===== src/ccrb_pkg.sv =====
// constants and types shared by the charger control register bank
`default_nettype none
package ccrb_pkg;

  // ************************************************************
  // register offsets and values after reset
  // ************************************************************
  localparam logic [7:0] CCRB_ADDR_PRIMARY = 8'h16;
  localparam logic [7:0] CCRB_ADDR_CONVERTER = 8'h17;
  localparam logic [7:0] CCRB_ADDR_SWITCH = 8'h18;
  localparam logic [7:0] CCRB_RST_PRIMARY = 8'hA1;
  localparam logic [7:0] CCRB_RST_CONVERTER = 8'h4F;
  localparam logic [7:0] CCRB_RST_SWITCH = 8'h04;
  localparam logic [7:0] CCRB_READ_UNMAPPED = 8'h00;

  // ************************************************************
  // field positions, charge_control_primary
  // ************************************************************
  localparam int CCRB_BIT_AUTO_BLEED = 7;
  localparam int CCRB_BIT_BAT_PULLDOWN = 6;
  localparam int CCRB_BIT_CHARGE_EN = 5;
  localparam int CCRB_BIT_HIZ = 4;
  localparam int CCRB_BIT_MID_PULLDOWN = 3;
  localparam int CCRB_BIT_KICK = 2;
  localparam int CCRB_WD_SEL_HI = 1;
  localparam int CCRB_WD_SEL_LO = 0;

  // ************************************************************
  // field positions, converter_protection_control
  // ************************************************************
  localparam int CCRB_BIT_RESTORE = 7;
  localparam int CCRB_BIT_THERMAL = 6;
  localparam int CCRB_DITHER_HI = 5;
  localparam int CCRB_DITHER_LO = 4;
  localparam int CCRB_DRIVE_HI = 3;
  localparam int CCRB_DRIVE_LO = 2;
  localparam int CCRB_BIT_BAT_DRIVE = 1;
  localparam int CCRB_BIT_OVP_SEL = 0;

  // ************************************************************
  // field positions, boost_switch_action_control
  // ************************************************************
  localparam int CCRB_BIT_RESERVED = 7;
  localparam int CCRB_BIT_REV_BOOST = 6;
  localparam int CCRB_BIT_BOOST_PS_DIS = 5;
  localparam int CCRB_BIT_BUCK_PS_DIS = 4;
  localparam int CCRB_BIT_ADAPTER_GATE = 3;
  localparam int CCRB_BIT_ACTION_DELAY = 2;
  localparam int CCRB_ACTION_HI = 1;
  localparam int CCRB_ACTION_LO = 0;

  // ************************************************************
  // timing
  // ************************************************************
  localparam longint CCRB_CLK_HZ = 64'd10_000_000;
  localparam longint CCRB_WD_BASE_S = 64'd40;
  localparam logic [31:0] CCRB_WD_BASE_CYCLES = 32'(CCRB_WD_BASE_S * CCRB_CLK_HZ);
  localparam longint CCRB_DLY_SHORT_MS = 64'd24;
  localparam logic [31:0] CCRB_DLY_SHORT_CYCLES = 32'(CCRB_DLY_SHORT_MS * CCRB_CLK_HZ / 64'd1000);
  localparam longint CCRB_DLY_LONG_S = 64'd12;
  localparam logic [31:0] CCRB_DLY_LONG_CYCLES = 32'(CCRB_DLY_LONG_S * CCRB_CLK_HZ);

  // ************************************************************
  // modes and states
  // ************************************************************
  typedef enum logic [1:0] {
    CCRB_SW_IDLE = 2'b00,
    CCRB_SW_SHUTDOWN = 2'b01,
    CCRB_SW_ULTRA_LOW = 2'b10,
    CCRB_SW_POWER_CYCLE = 2'b11
  } ccrb_sw_mode_t;

  typedef enum logic [1:0] {
    CCRB_ACT_IDLE = 2'b00,
    CCRB_ACT_DELAY = 2'b01,
    CCRB_ACT_WAIT_ADAPTER = 2'b10,
    CCRB_ACT_DONE = 2'b11
  } ccrb_act_state_t;

endpackage
`default_nettype wire


===== src/ccrb_watchdog.sv =====
// host timeout watchdog of the charger control register bank
`default_nettype none
module ccrb_watchdog #(
  parameter logic [31:0] BASE_CYCLES = 32'h17D7_8400
) (
  // clock and reset
  input wire logic clk,
  input wire logic rst_n,
  // control
  input wire logic [1:0] period_sel,
  input wire logic restart,
  // event
  output logic expire
);

  logic [31:0] count_r;
  logic [31:0] limit;

  // ************************************************************
  // period select
  // ************************************************************
  always_comb begin
    case (period_sel)
      2'b01: limit = BASE_CYCLES;
      2'b10: limit = BASE_CYCLES << 1;
      2'b11: limit = BASE_CYCLES << 2;
      default: limit = 32'h0000_0000;
    endcase
  end

  // ************************************************************
  // counter; a disabled watchdog holds at zero
  // ************************************************************
  always_ff @(posedge clk) begin
    if (!rst_n) begin
      count_r <= 32'h0000_0000;
      expire <= 1'b0;
    end else begin
      expire <= 1'b0;
      if (restart || period_sel == 2'b00) begin
        count_r <= 32'h0000_0000;
      end else if (count_r >= limit - 32'h0000_0001) begin
        count_r <= 32'h0000_0000;
        expire <= 1'b1;
      end else begin
        count_r <= count_r + 32'h0000_0001;
      end
    end
  end

endmodule
`default_nettype wire


===== src/ccrb_top.sv =====
// charger control register bank: three host registers and their timers
// Notes on behaviour
// primary charge control register at 0x16, reset 0xA1.
// bit 7 bleeds battery while overvoltage is seen; 0 applies no bleed.
// bit 6 forces battery pulldown; cleared by restore and watchdog expiry.
// bit 5 enables charging; back to 1 on restore and expiry.
// bit 4 input high impedance; cleared on adapter plug-in, restore, expiry.
// bit 3 forces mid node pulldown; cleared by restore and expiry.
// host writes 1 to bit 2; timer restarts and bit clears itself.
// bits 1:0 watchdog period: off, 40 s, 80 s, 160 s.
// converter protection register at 0x17, reset 0x4F.
// bit 7 restores all defaults and timer, then clears itself.
// bit 6 thermal limit: 0 is 60 C, 1 is 120 C.
// bits 5:4 frequency dither level, off then levels one to three.
// bits 3:2 switch drive level, 11 strongest, lower values weaker.
// bit 1 battery switch drive level, 1 full, 0 reduced.
// bit 0 input overvoltage threshold: 0 is 6.3 V, 1 is 18.5 V.
// switch action register at 0x18, reset 0x04, bit 7 reads zero.
// bits 1:0 force idle, shutdown, ultra low power or power cycle.
// bit 2 delays the switch action: 0 is 24 ms, 1 is 12 s.
// bit 3 lets power cycle start with adapter present, else after removal.
// bit 6 reverse boost, bits 5 and 4 disable pulse skipping.
// unrefreshed enabled watchdog restores every watchdog-resettable field.
// self-clearing command bits read back zero once acted on.
`default_nettype none
module ccrb_top
  import ccrb_pkg::*;
#(
  parameter logic [31:0] WD_BASE_CYCLES = ccrb_pkg::CCRB_WD_BASE_CYCLES,
  parameter logic [31:0] DLY_SHORT_CYCLES = ccrb_pkg::CCRB_DLY_SHORT_CYCLES,
  parameter logic [31:0] DLY_LONG_CYCLES = ccrb_pkg::CCRB_DLY_LONG_CYCLES
) (
  // clock and reset
  input wire logic MCLK,
  input wire logic RESET_N,
  // register port from the serial bus engine
  input wire logic [7:0] REG_ADDR,
  input wire logic [7:0] REG_WDATA,
  input wire logic REG_WR,
  input wire logic REG_RD,
  output logic [7:0] REG_RDATA,
  // analog status
  input wire logic ADAPTER_PRESENT,
  input wire logic BAT_OVP_DETECT,
  // primary controls
  output logic BAT_BLEED_ON,
  output logic CHARGE_ENABLE,
  output logic INPUT_HIZ,
  output logic MID_NODE_PULLDOWN,
  output logic WD_EXPIRED,
  // converter controls
  output logic THERMAL_LIMIT_SELECT,
  output logic [1:0] DITHER_LEVEL,
  output logic [1:0] SWITCH_DRIVE_LEVEL,
  output logic BATTERY_SWITCH_DRIVE_LEVEL,
  output logic INPUT_OVERVOLTAGE_SELECT,
  // boost and battery switch controls
  output logic REVERSE_BOOST_ENABLE,
  output logic BOOST_PULSE_SKIP_DISABLE,
  output logic BUCK_PULSE_SKIP_DISABLE,
  output logic [1:0] SWITCH_ACTION_MODE
);

  logic [7:0] primary_r;
  logic [7:0] converter_r;
  logic [7:0] switch_r;
  logic adapter_prev_r;
  logic adapter_rise;
  logic wr_primary;
  logic wr_converter;
  logic wr_switch;
  logic restore;
  logic kick;
  logic wd_expire;
  logic bleed_r;
  logic expired_r;
  ccrb_act_state_t act_state_r;
  ccrb_act_state_t act_state_nxt;
  logic [31:0] delay_r;
  logic [31:0] delay_nxt;
  ccrb_sw_mode_t mode_r;
  ccrb_sw_mode_t mode_nxt;
  logic [1:0] action;
  logic start_action;

  // ************************************************************
  // write decode
  // ************************************************************
  always_comb begin
    wr_primary = 1'b0;
    wr_converter = 1'b0;
    wr_switch = 1'b0;
    if (REG_WR && REG_ADDR == CCRB_ADDR_PRIMARY) begin
      wr_primary = 1'b1;
    end else if (REG_WR && REG_ADDR == CCRB_ADDR_CONVERTER) begin
      wr_converter = 1'b1;
    end else if (REG_WR && REG_ADDR == CCRB_ADDR_SWITCH) begin
      wr_switch = 1'b1;
    end
  end

  // command bits are acted on the cycle after they are written
  assign restore = converter_r[CCRB_BIT_RESTORE];
  assign kick = primary_r[CCRB_BIT_KICK];
  assign adapter_rise = ADAPTER_PRESENT && !adapter_prev_r;
  assign action = switch_r[CCRB_ACTION_HI:CCRB_ACTION_LO];
  assign start_action = wr_switch && REG_WDATA[CCRB_ACTION_HI:CCRB_ACTION_LO] != 2'b00;

  always_ff @(posedge MCLK) begin
    if (!RESET_N) begin
      // seeded from the pin, so an adapter already present at reset is no plug-in edge
      adapter_prev_r <= ADAPTER_PRESENT;
    end else begin
      adapter_prev_r <= ADAPTER_PRESENT;
    end
  end

  // ************************************************************
  // watchdog
  // ************************************************************
  ccrb_watchdog #(
    .BASE_CYCLES(WD_BASE_CYCLES)
  ) u_watchdog (
    .clk(MCLK),
    .rst_n(RESET_N),
    .period_sel(primary_r[CCRB_WD_SEL_HI:CCRB_WD_SEL_LO]),
    .restart(kick || restore),
    .expire(wd_expire)
  );

  // ************************************************************
  // charge_control_primary
  // ************************************************************
  // a host write in the same cycle as a hardware clear wins
  always_ff @(posedge MCLK) begin
    if (!RESET_N) begin
      primary_r <= CCRB_RST_PRIMARY;
    end else begin
      if (restore) begin
        primary_r <= CCRB_RST_PRIMARY;
      end else begin
        if (wd_expire) begin
          primary_r[CCRB_BIT_BAT_PULLDOWN] <= 1'b0;
          primary_r[CCRB_BIT_CHARGE_EN] <= 1'b1;
          primary_r[CCRB_BIT_HIZ] <= 1'b0;
          primary_r[CCRB_BIT_MID_PULLDOWN] <= 1'b0;
        end
        if (adapter_rise) begin
          primary_r[CCRB_BIT_HIZ] <= 1'b0;
        end
        if (kick) begin
          primary_r[CCRB_BIT_KICK] <= 1'b0;
        end
      end
      if (wr_primary) begin
        primary_r <= REG_WDATA;
      end
    end
  end

  // ************************************************************
  // converter_protection_control
  // ************************************************************
  always_ff @(posedge MCLK) begin
    if (!RESET_N) begin
      converter_r <= CCRB_RST_CONVERTER;
    end else begin
      if (restore) begin
        converter_r <= CCRB_RST_CONVERTER;
      end
      if (wr_converter) begin
        converter_r <= REG_WDATA;
      end
    end
  end

  // ************************************************************
  // boost_switch_action_control
  // ************************************************************
  always_ff @(posedge MCLK) begin
    if (!RESET_N) begin
      switch_r <= CCRB_RST_SWITCH;
    end else begin
      if (restore) begin
        switch_r <= CCRB_RST_SWITCH;
      end else if (wd_expire) begin
        switch_r[CCRB_BIT_REV_BOOST] <= 1'b0;
      end
      if (wr_switch) begin
        switch_r <= {1'b0, REG_WDATA[CCRB_BIT_REV_BOOST:0]};
      end
    end
  end

  // ************************************************************
  // battery switch action sequencer
  // ************************************************************
  // the delay starts when a non-idle action is written; rewriting restarts it
  always_comb begin
    act_state_nxt = act_state_r;
    delay_nxt = delay_r;
    mode_nxt = mode_r;
    if (start_action) begin
      act_state_nxt = CCRB_ACT_DELAY;
      if (REG_WDATA[CCRB_BIT_ACTION_DELAY]) begin
        delay_nxt = DLY_LONG_CYCLES - 32'h0000_0001;
      end else begin
        delay_nxt = DLY_SHORT_CYCLES - 32'h0000_0001;
      end
    end else if (action == 2'b00) begin
      act_state_nxt = CCRB_ACT_IDLE;
      delay_nxt = 32'h0000_0000;
      mode_nxt = CCRB_SW_IDLE;
    end else begin
      case (act_state_r)
        CCRB_ACT_IDLE: begin
          act_state_nxt = CCRB_ACT_IDLE;
        end
        CCRB_ACT_DELAY: begin
          if (delay_r != 32'h0000_0000) begin
            delay_nxt = delay_r - 32'h0000_0001;
          end else if (action == CCRB_SW_POWER_CYCLE && !switch_r[CCRB_BIT_ADAPTER_GATE]
                       && ADAPTER_PRESENT) begin
            act_state_nxt = CCRB_ACT_WAIT_ADAPTER;
          end else begin
            act_state_nxt = CCRB_ACT_DONE;
            mode_nxt = ccrb_sw_mode_t'(action);
          end
        end
        CCRB_ACT_WAIT_ADAPTER: begin
          if (switch_r[CCRB_BIT_ADAPTER_GATE] || !ADAPTER_PRESENT) begin
            act_state_nxt = CCRB_ACT_DONE;
            mode_nxt = ccrb_sw_mode_t'(action);
          end
        end
        CCRB_ACT_DONE: begin
          act_state_nxt = CCRB_ACT_DONE;
        end
        default: begin
          act_state_nxt = CCRB_ACT_IDLE;
        end
      endcase
    end
  end

  always_ff @(posedge MCLK) begin
    if (!RESET_N) begin
      act_state_r <= CCRB_ACT_IDLE;
      delay_r <= 32'h0000_0000;
      mode_r <= CCRB_SW_IDLE;
    end else begin
      act_state_r <= act_state_nxt;
      delay_r <= delay_nxt;
      mode_r <= mode_nxt;
    end
  end

  // ************************************************************
  // derived outputs
  // ************************************************************
  // the bleed mixes a live status pin, so it gets its own flop
  always_ff @(posedge MCLK) begin
    if (!RESET_N) begin
      bleed_r <= 1'b0;
      expired_r <= 1'b0;
    end else begin
      bleed_r <= primary_r[CCRB_BIT_BAT_PULLDOWN]
                 || (primary_r[CCRB_BIT_AUTO_BLEED] && BAT_OVP_DETECT);
      expired_r <= wd_expire;
    end
  end

  // ************************************************************
  // read port
  // ************************************************************
  always_ff @(posedge MCLK) begin
    if (!RESET_N) begin
      REG_RDATA <= CCRB_READ_UNMAPPED;
    end else if (REG_RD) begin
      if (REG_ADDR == CCRB_ADDR_PRIMARY) begin
        REG_RDATA <= primary_r;
      end else if (REG_ADDR == CCRB_ADDR_CONVERTER) begin
        REG_RDATA <= converter_r;
      end else if (REG_ADDR == CCRB_ADDR_SWITCH) begin
        REG_RDATA <= {1'b0, switch_r[CCRB_BIT_REV_BOOST:0]};
      end else begin
        REG_RDATA <= CCRB_READ_UNMAPPED;
      end
    end
  end

  assign BAT_BLEED_ON = bleed_r;
  assign CHARGE_ENABLE = primary_r[CCRB_BIT_CHARGE_EN];
  assign INPUT_HIZ = primary_r[CCRB_BIT_HIZ];
  assign MID_NODE_PULLDOWN = primary_r[CCRB_BIT_MID_PULLDOWN];
  assign WD_EXPIRED = expired_r;
  assign THERMAL_LIMIT_SELECT = converter_r[CCRB_BIT_THERMAL];
  assign DITHER_LEVEL = converter_r[CCRB_DITHER_HI:CCRB_DITHER_LO];
  assign SWITCH_DRIVE_LEVEL = converter_r[CCRB_DRIVE_HI:CCRB_DRIVE_LO];
  assign BATTERY_SWITCH_DRIVE_LEVEL = converter_r[CCRB_BIT_BAT_DRIVE];
  assign INPUT_OVERVOLTAGE_SELECT = converter_r[CCRB_BIT_OVP_SEL];
  assign REVERSE_BOOST_ENABLE = switch_r[CCRB_BIT_REV_BOOST];
  assign BOOST_PULSE_SKIP_DISABLE = switch_r[CCRB_BIT_BOOST_PS_DIS];
  assign BUCK_PULSE_SKIP_DISABLE = switch_r[CCRB_BIT_BUCK_PS_DIS];
  assign SWITCH_ACTION_MODE = mode_r;

endmodule
`default_nettype wire


===== config.mk =====
export PLATFORM = sky130hd
export DESIGN_NAME = ccrb_top
export DESIGN_NICKNAME = d
export VERILOG_FILES = /design/src/ccrb_pkg.sv /design/src/ccrb_watchdog.sv /design/src/ccrb_top.sv
export SDC_FILE = /design/constraint.sdc
export NUM_CORES = 1
export LEC_CHECK = 0
export ABC_AREA = 1
export BUFFER_PORTS_ARGS = -buffer_cell sky130_fd_sc_hd__clkbuf_2
export CAP_MARGIN = 20
export CORE_MARGIN = 2
export CORE_UTILIZATION = 25
export CTS_CLUSTER_DIAMETER = 60
export DETAILED_ROUTE_END_ITERATION = 6
export PLACE_DENSITY = 0.45
export SETUP_SLACK_MARGIN = 0.5
export SLEW_MARGIN = 20
export SYNTH_ARGS = -nofsm -noshare
export SYNTH_HDL_FRONTEND = slang
export SYNTH_SLANG_ARGS = --single-unit

===== constraint.sdc =====
create_clock -name MCLK -period 3.8 [get_ports MCLK]
set_clock_uncertainty 0.15 [all_clocks]
set_input_delay 0.19 -clock MCLK [delete_from_list [all_inputs] [get_ports MCLK]]
set_output_delay 0.19 -clock MCLK [all_outputs]
set_load 0.03 [all_outputs]

==> impl_results.rst <==
.. list-table::
   :header-rows: 1

   * - Metric
     - Value
   * - Run status
     - completed
   * - Detailed Place HPWL
     - about 12,000 um
   * - Yosys synthesis warning count
     - 0
   * - Layout Utilization
     - 29.5%
   * - Number of nets at the end of the flow
     - 968
   * - Sort of element at the end of the critical path
     - register
   * - Die Outline Area
     - 25,400 um2
   * - Hold Crit Endpoint
     - switch_r[0]$_SDFFE_PN0P_
   * - Internal Power
     - 1.60 mW
   * - TritonCTS Sinks
     - 103
   * - Via count normalized by instance count
     - 4.36
   * - Root buffer cell
     - clkbuf_16
   * - Port buffer count
     - 46
   * - RSZ-0062 raised after global routing
     - no
   * - Maximum net fanout on the critical path
     - 32
   * - Dominant cell type by area after synthesis
     - dfxtp_1
   * - Number of fill cells
     - 2,620
   * - Synth-to-layout area growth
     - 15.2%
   * - Width of the die
     - 159 um
   * - Max Cap Violations
     - 0
   * - Leak
     - about 3 nW
   * - Launch instance of the worst register-to-register path
     - primary_r[1]$_SDFFE_PN0P_
   * - # Post-CTS Setup Buffers
     - 0
   * - Combinational Power Share
     - 5.1%
   * - Number of max-slew violations in the final report
     - 0
   * - Post-layout min period
     - 2.70 ns
   * - Clock H-tree levels
     - 3
   * - Worst R2R Setup Slack
     - around 1.1 ns
   * - DR iter-0 viols
     - 347
   * - Reg clk slew, reported paths
     - 0.08 ns
   * - Depth of the worst register-to-register path
     - 14
   * - Maximum achievable frequency
     - approximately 370 MHz
   * - Routing usage on met3
     - under 10%
   * - Most used flip-flop cell after synthesis
     - dfxtp_1
   * - Number of design rule violations left after detail routing
     - 0
   * - Number of top-level design ports
     - 47
   * - R2r endpoint
     - u_watchdog.count_r[24]$_SDFF_PP0_
   * - Met1 track demand over resource in global routing
     - 17.8%
   * - Sequential cell fraction of total power
     - between 50% and 60%
   * - Sw Pwr
     - 0.571 mW
   * - Overall power of the completed layout
     - between 2 and 2.5 mW
   * - Antenna diode instance count
     - 0
   * - Netlist Area Pre-Place
     - between 6000 and 7000 um2
   * - Relative max-transition margin
     - between 60% and 70%
   * - Total count of hold-check failures in the final report
     - 0
   * - Distinct cells, synth
     - 39
   * - Number of clock buffers inserted by TritonCTS
     - 9
   * - Total negative setup slack
     - 0 ns
   * - Data required time at the worst endpoint
     - 3.89 ns
   * - Type of element launching the critical path
     - register
   * - Power per cell area
     - approximately 310 nW/um2
   * - Maximum number of pins on one net before global-route repair
     - 33
   * - Arrival time at the worst endpoint
     - roughly 2.8 ns
   * - FF+latch count, synth
     - 103
   * - Clock share of power
     - 44.5%
   * - Async set or reset register ratio after synthesis
     - 0%
   * - Worst slack at placement
     - 1.06 ns
   * - GRT Residual Overflow
     - 0
   * - Global-route wire length before repair
     - 26,500 um
   * - TritonCTS clock tree
     - done
   * - Detailed-router iteration count before antenna repair
     - 5
   * - Final weighted congestion in routability-driven placement
     - 0.796
   * - Aggregate routed wire length
     - 15,600 um
   * - Share of synthesized area occupied by flip-flops and latches
     - 34.1%
   * - Max clock buf depth
     - 2
   * - Peak-usage layer in the global routing report
     - met2
   * - Launch point of the worst hold path
     - REG_WDATA[0]
   * - Number of instances in the synthesized netlist
     - ~870
   * - Post-Syn Nets
     - 920
   * - Instance count along the most critical hold path
     - 3
   * - Transition time at the pin with the least slew margin
     - 0.534 ns
   * - Core area
     - 23,600 um2
   * - Initial antenna violation count
     - 0
   * - Residual antenna-violating net count after detailed routing
     - 0
   * - Post-DR wirelength/cell
     - 12.6 um
   * - Worst-Skew Late Latency
     - 0.36 ns
   * - Synth top area cells
     - dfxtp_1 34%, nand2_1 12%, nor2_1 11%
   * - Number of failing setup endpoints in the final timing report
     - 0
   * - Met2 usage
     - 20.0%
   * - Footprint of the multi-input gates
     - between 3000 and 4000 um2
   * - Hold WC Path Type
     - in -> reg
   * - Number of synthesized flops with an enable pin
     - 0
   * - Kind of critical path
     - reg -> reg
   * - Starting density of the core
     - 25.6%
   * - Via count of the first global-routing pass
     - about 5,200
   * - Mean post-synth cell area
     - 6.95 um2
   * - Post-layout worst setup margin
     - 1.10 ns
   * - Via count
     - 5,411
   * - Switching portion of total power
     - 26.3%
   * - Fraction of final layout cells sized beyond drive strength 1
     - roughly an eighth
   * - Flip-flop and latch area
     - 2060 um2
   * - Fraction of the cycle the final worst path needs
     - between 70% and 80%
   * - Chip Height
     - 159 um
   * - Std cell rows
     - 56
   * - Share of the synthesized area in the top cell type
     - around a third
   * - CTS-repair resized insts
     - 0
   * - Maximum ir drop on the vdd rail
     - between 150 and 200 uV
   * - Overall routing resource usage
     - between 10% and 20%
[kinds of logic (layout without fill, tap and decap cells)]
kind of cell	count (synthesis)	in the layout	share of synthesized area (%)
flops	103	103	34.1
simple gates	476	476	34.6
buf+inv	114	167	7.95
xor+xnor	49	49	7.10
fa+ha+maj	29	29	6.00
compound gates	98	98	10.3
[synthesized netlist by cell type (all sizes together) (4+ instances only)]
cell type  number
a21oi          48
a41oi           7
buf            13
clkbuf          8
dfxtp         103
ha             29
inv            93
nand2         192
nand3          44
nand3b          4
nand4          18
nor2          199
nor3           13
o21ai          29
o22ai           6
xnor2          21
xor2           28
[timing repair]
action	4_1_cts	5_1_grt
endpoints found under the hold margin	19	0
hold buffers	9	0
endpoints found under the setup margin	0	0
[registers in the layout (all words and copies together) (netlist names)]
register	flops
adapter_prev_r	1
REG_RDATA	8
u_watchdog.expire	1
delay_r	32
act_state_r	2
primary_r	8
u_watchdog.count_r	32
BAT_BLEED_ON	1
converter_r	8
WD_EXPIRED	1
SWITCH_ACTION_MODE	2
switch_r	7
[cell usage in the layout (no fill, tap or decap), drive strengths merged]
master	instances
nand4	18
nor2	199
clkinv	3
xor2	28
a21oi	48
nand3b	4
a41oi	7
o32ai	3
nand3	44
o211ai	2
nand2	192
dfxtp	103
nor3	13
nor4	3
ha	29
or2	1
a31o	1
inv	97
dlygate4sd3	9
o21a	2
buf	3
and3	2
xnor2	21
clkbuf	55
o21ai	29
o22ai	6
[worst max-delay path, cell delays in order, from the launching register on]
cell and delay, ns:
dfxtp_1 0.45, inv_1 0.12, ha_1 0.28, xnor2_1 0.19, ha_1 0.31, nand2_1 0.05
nor2_1 0.11, nand2_1 0.06, nor2_1 0.12, nand2_1 0.10, nor2_1 0.09, nor2_1 0.06
nand4_1 0.08, buf_4 0.33, nor2_1 0.09
[metal layers]
layer / part of all wire (%) / up-vias
met5: 0 / -
li1: - / 2890
met1: 52 / 2417
met3: 3.0 / 13
met4: 1.4 / 0
met2: 44 / 91
[power by group through the flow]
| stage | Clock (mW) | Sequential, mW | Combinational (mW) |
|---|---|---|---|
| floorplan | 0 | 1.13 | 0.0562 |
| global placement | 0 | 1.12 | 0.104 |
| detailed placement | 0 | 1.12 | 0.104 |
| CTS | 1.01 | 1.09 | 0.111 |
| global route | 1.05 | 1.10 | 0.123 |
| finish | 0.966 | 1.09 | 0.110 |
[how the worst max path moves through the flow]
| stage | startpoint | end | cells past startpoint |
|---|---|---|---|
| 3_5_place_dp | primary_r[1]$_SDFFE_PN0P_ | u_watchdog.count_r[24]$_SDFF_PP0_ | 14 |
| 4_1_cts | primary_r[1]$_SDFFE_PN0P_ | u_watchdog.count_r[24]$_SDFF_PP0_ | 14 |
| 3_3_place_gp | primary_r[1]$_SDFFE_PN0P_ | u_watchdog.count_r[24]$_SDFF_PP0_ | 14 |
| 6_report | primary_r[1]$_SDFFE_PN0P_ | u_watchdog.count_r[24]$_SDFF_PP0_ | 14 |
| 5_1_grt | primary_r[0]$_SDFFE_PN1P_ | u_watchdog.count_r[4]$_SDFF_PP0_ | 14 |
| 2_1_floorplan | primary_r[1]$_SDFFE_PN0P_ | u_watchdog.count_r[0]$_SDFF_PP0_ | 15 |
[cell type report]
cell class	instances	share of cell area, %
Sequential cell	103	29.6
Multi-Input combinational cell	652	50.3
Timing Repair Buffer	58	4.93
Inverter	93	5.02
Clock buffer	9	3.24
Tap cell	319	5.73
Clock inverter	7	1.17
[stage by stage]
| step | instances | area (um2) | hold WS, ns |
|---|---|---|---|
| after floorplan | 869 | 6040 | 0.0677 |
| after global placement | 1216 | 6560 | 0.169 |
| after detailed placement | 1216 | 6560 | 0.173 |
| after CTS | 1241 | 6960 | 0.0173 |
| after global routing | 1241 | 6960 | 0.0435 |
| final | 1241 | 6960 | 0.0392 |
Note: power is estimated with default switching activity, not from simulation.
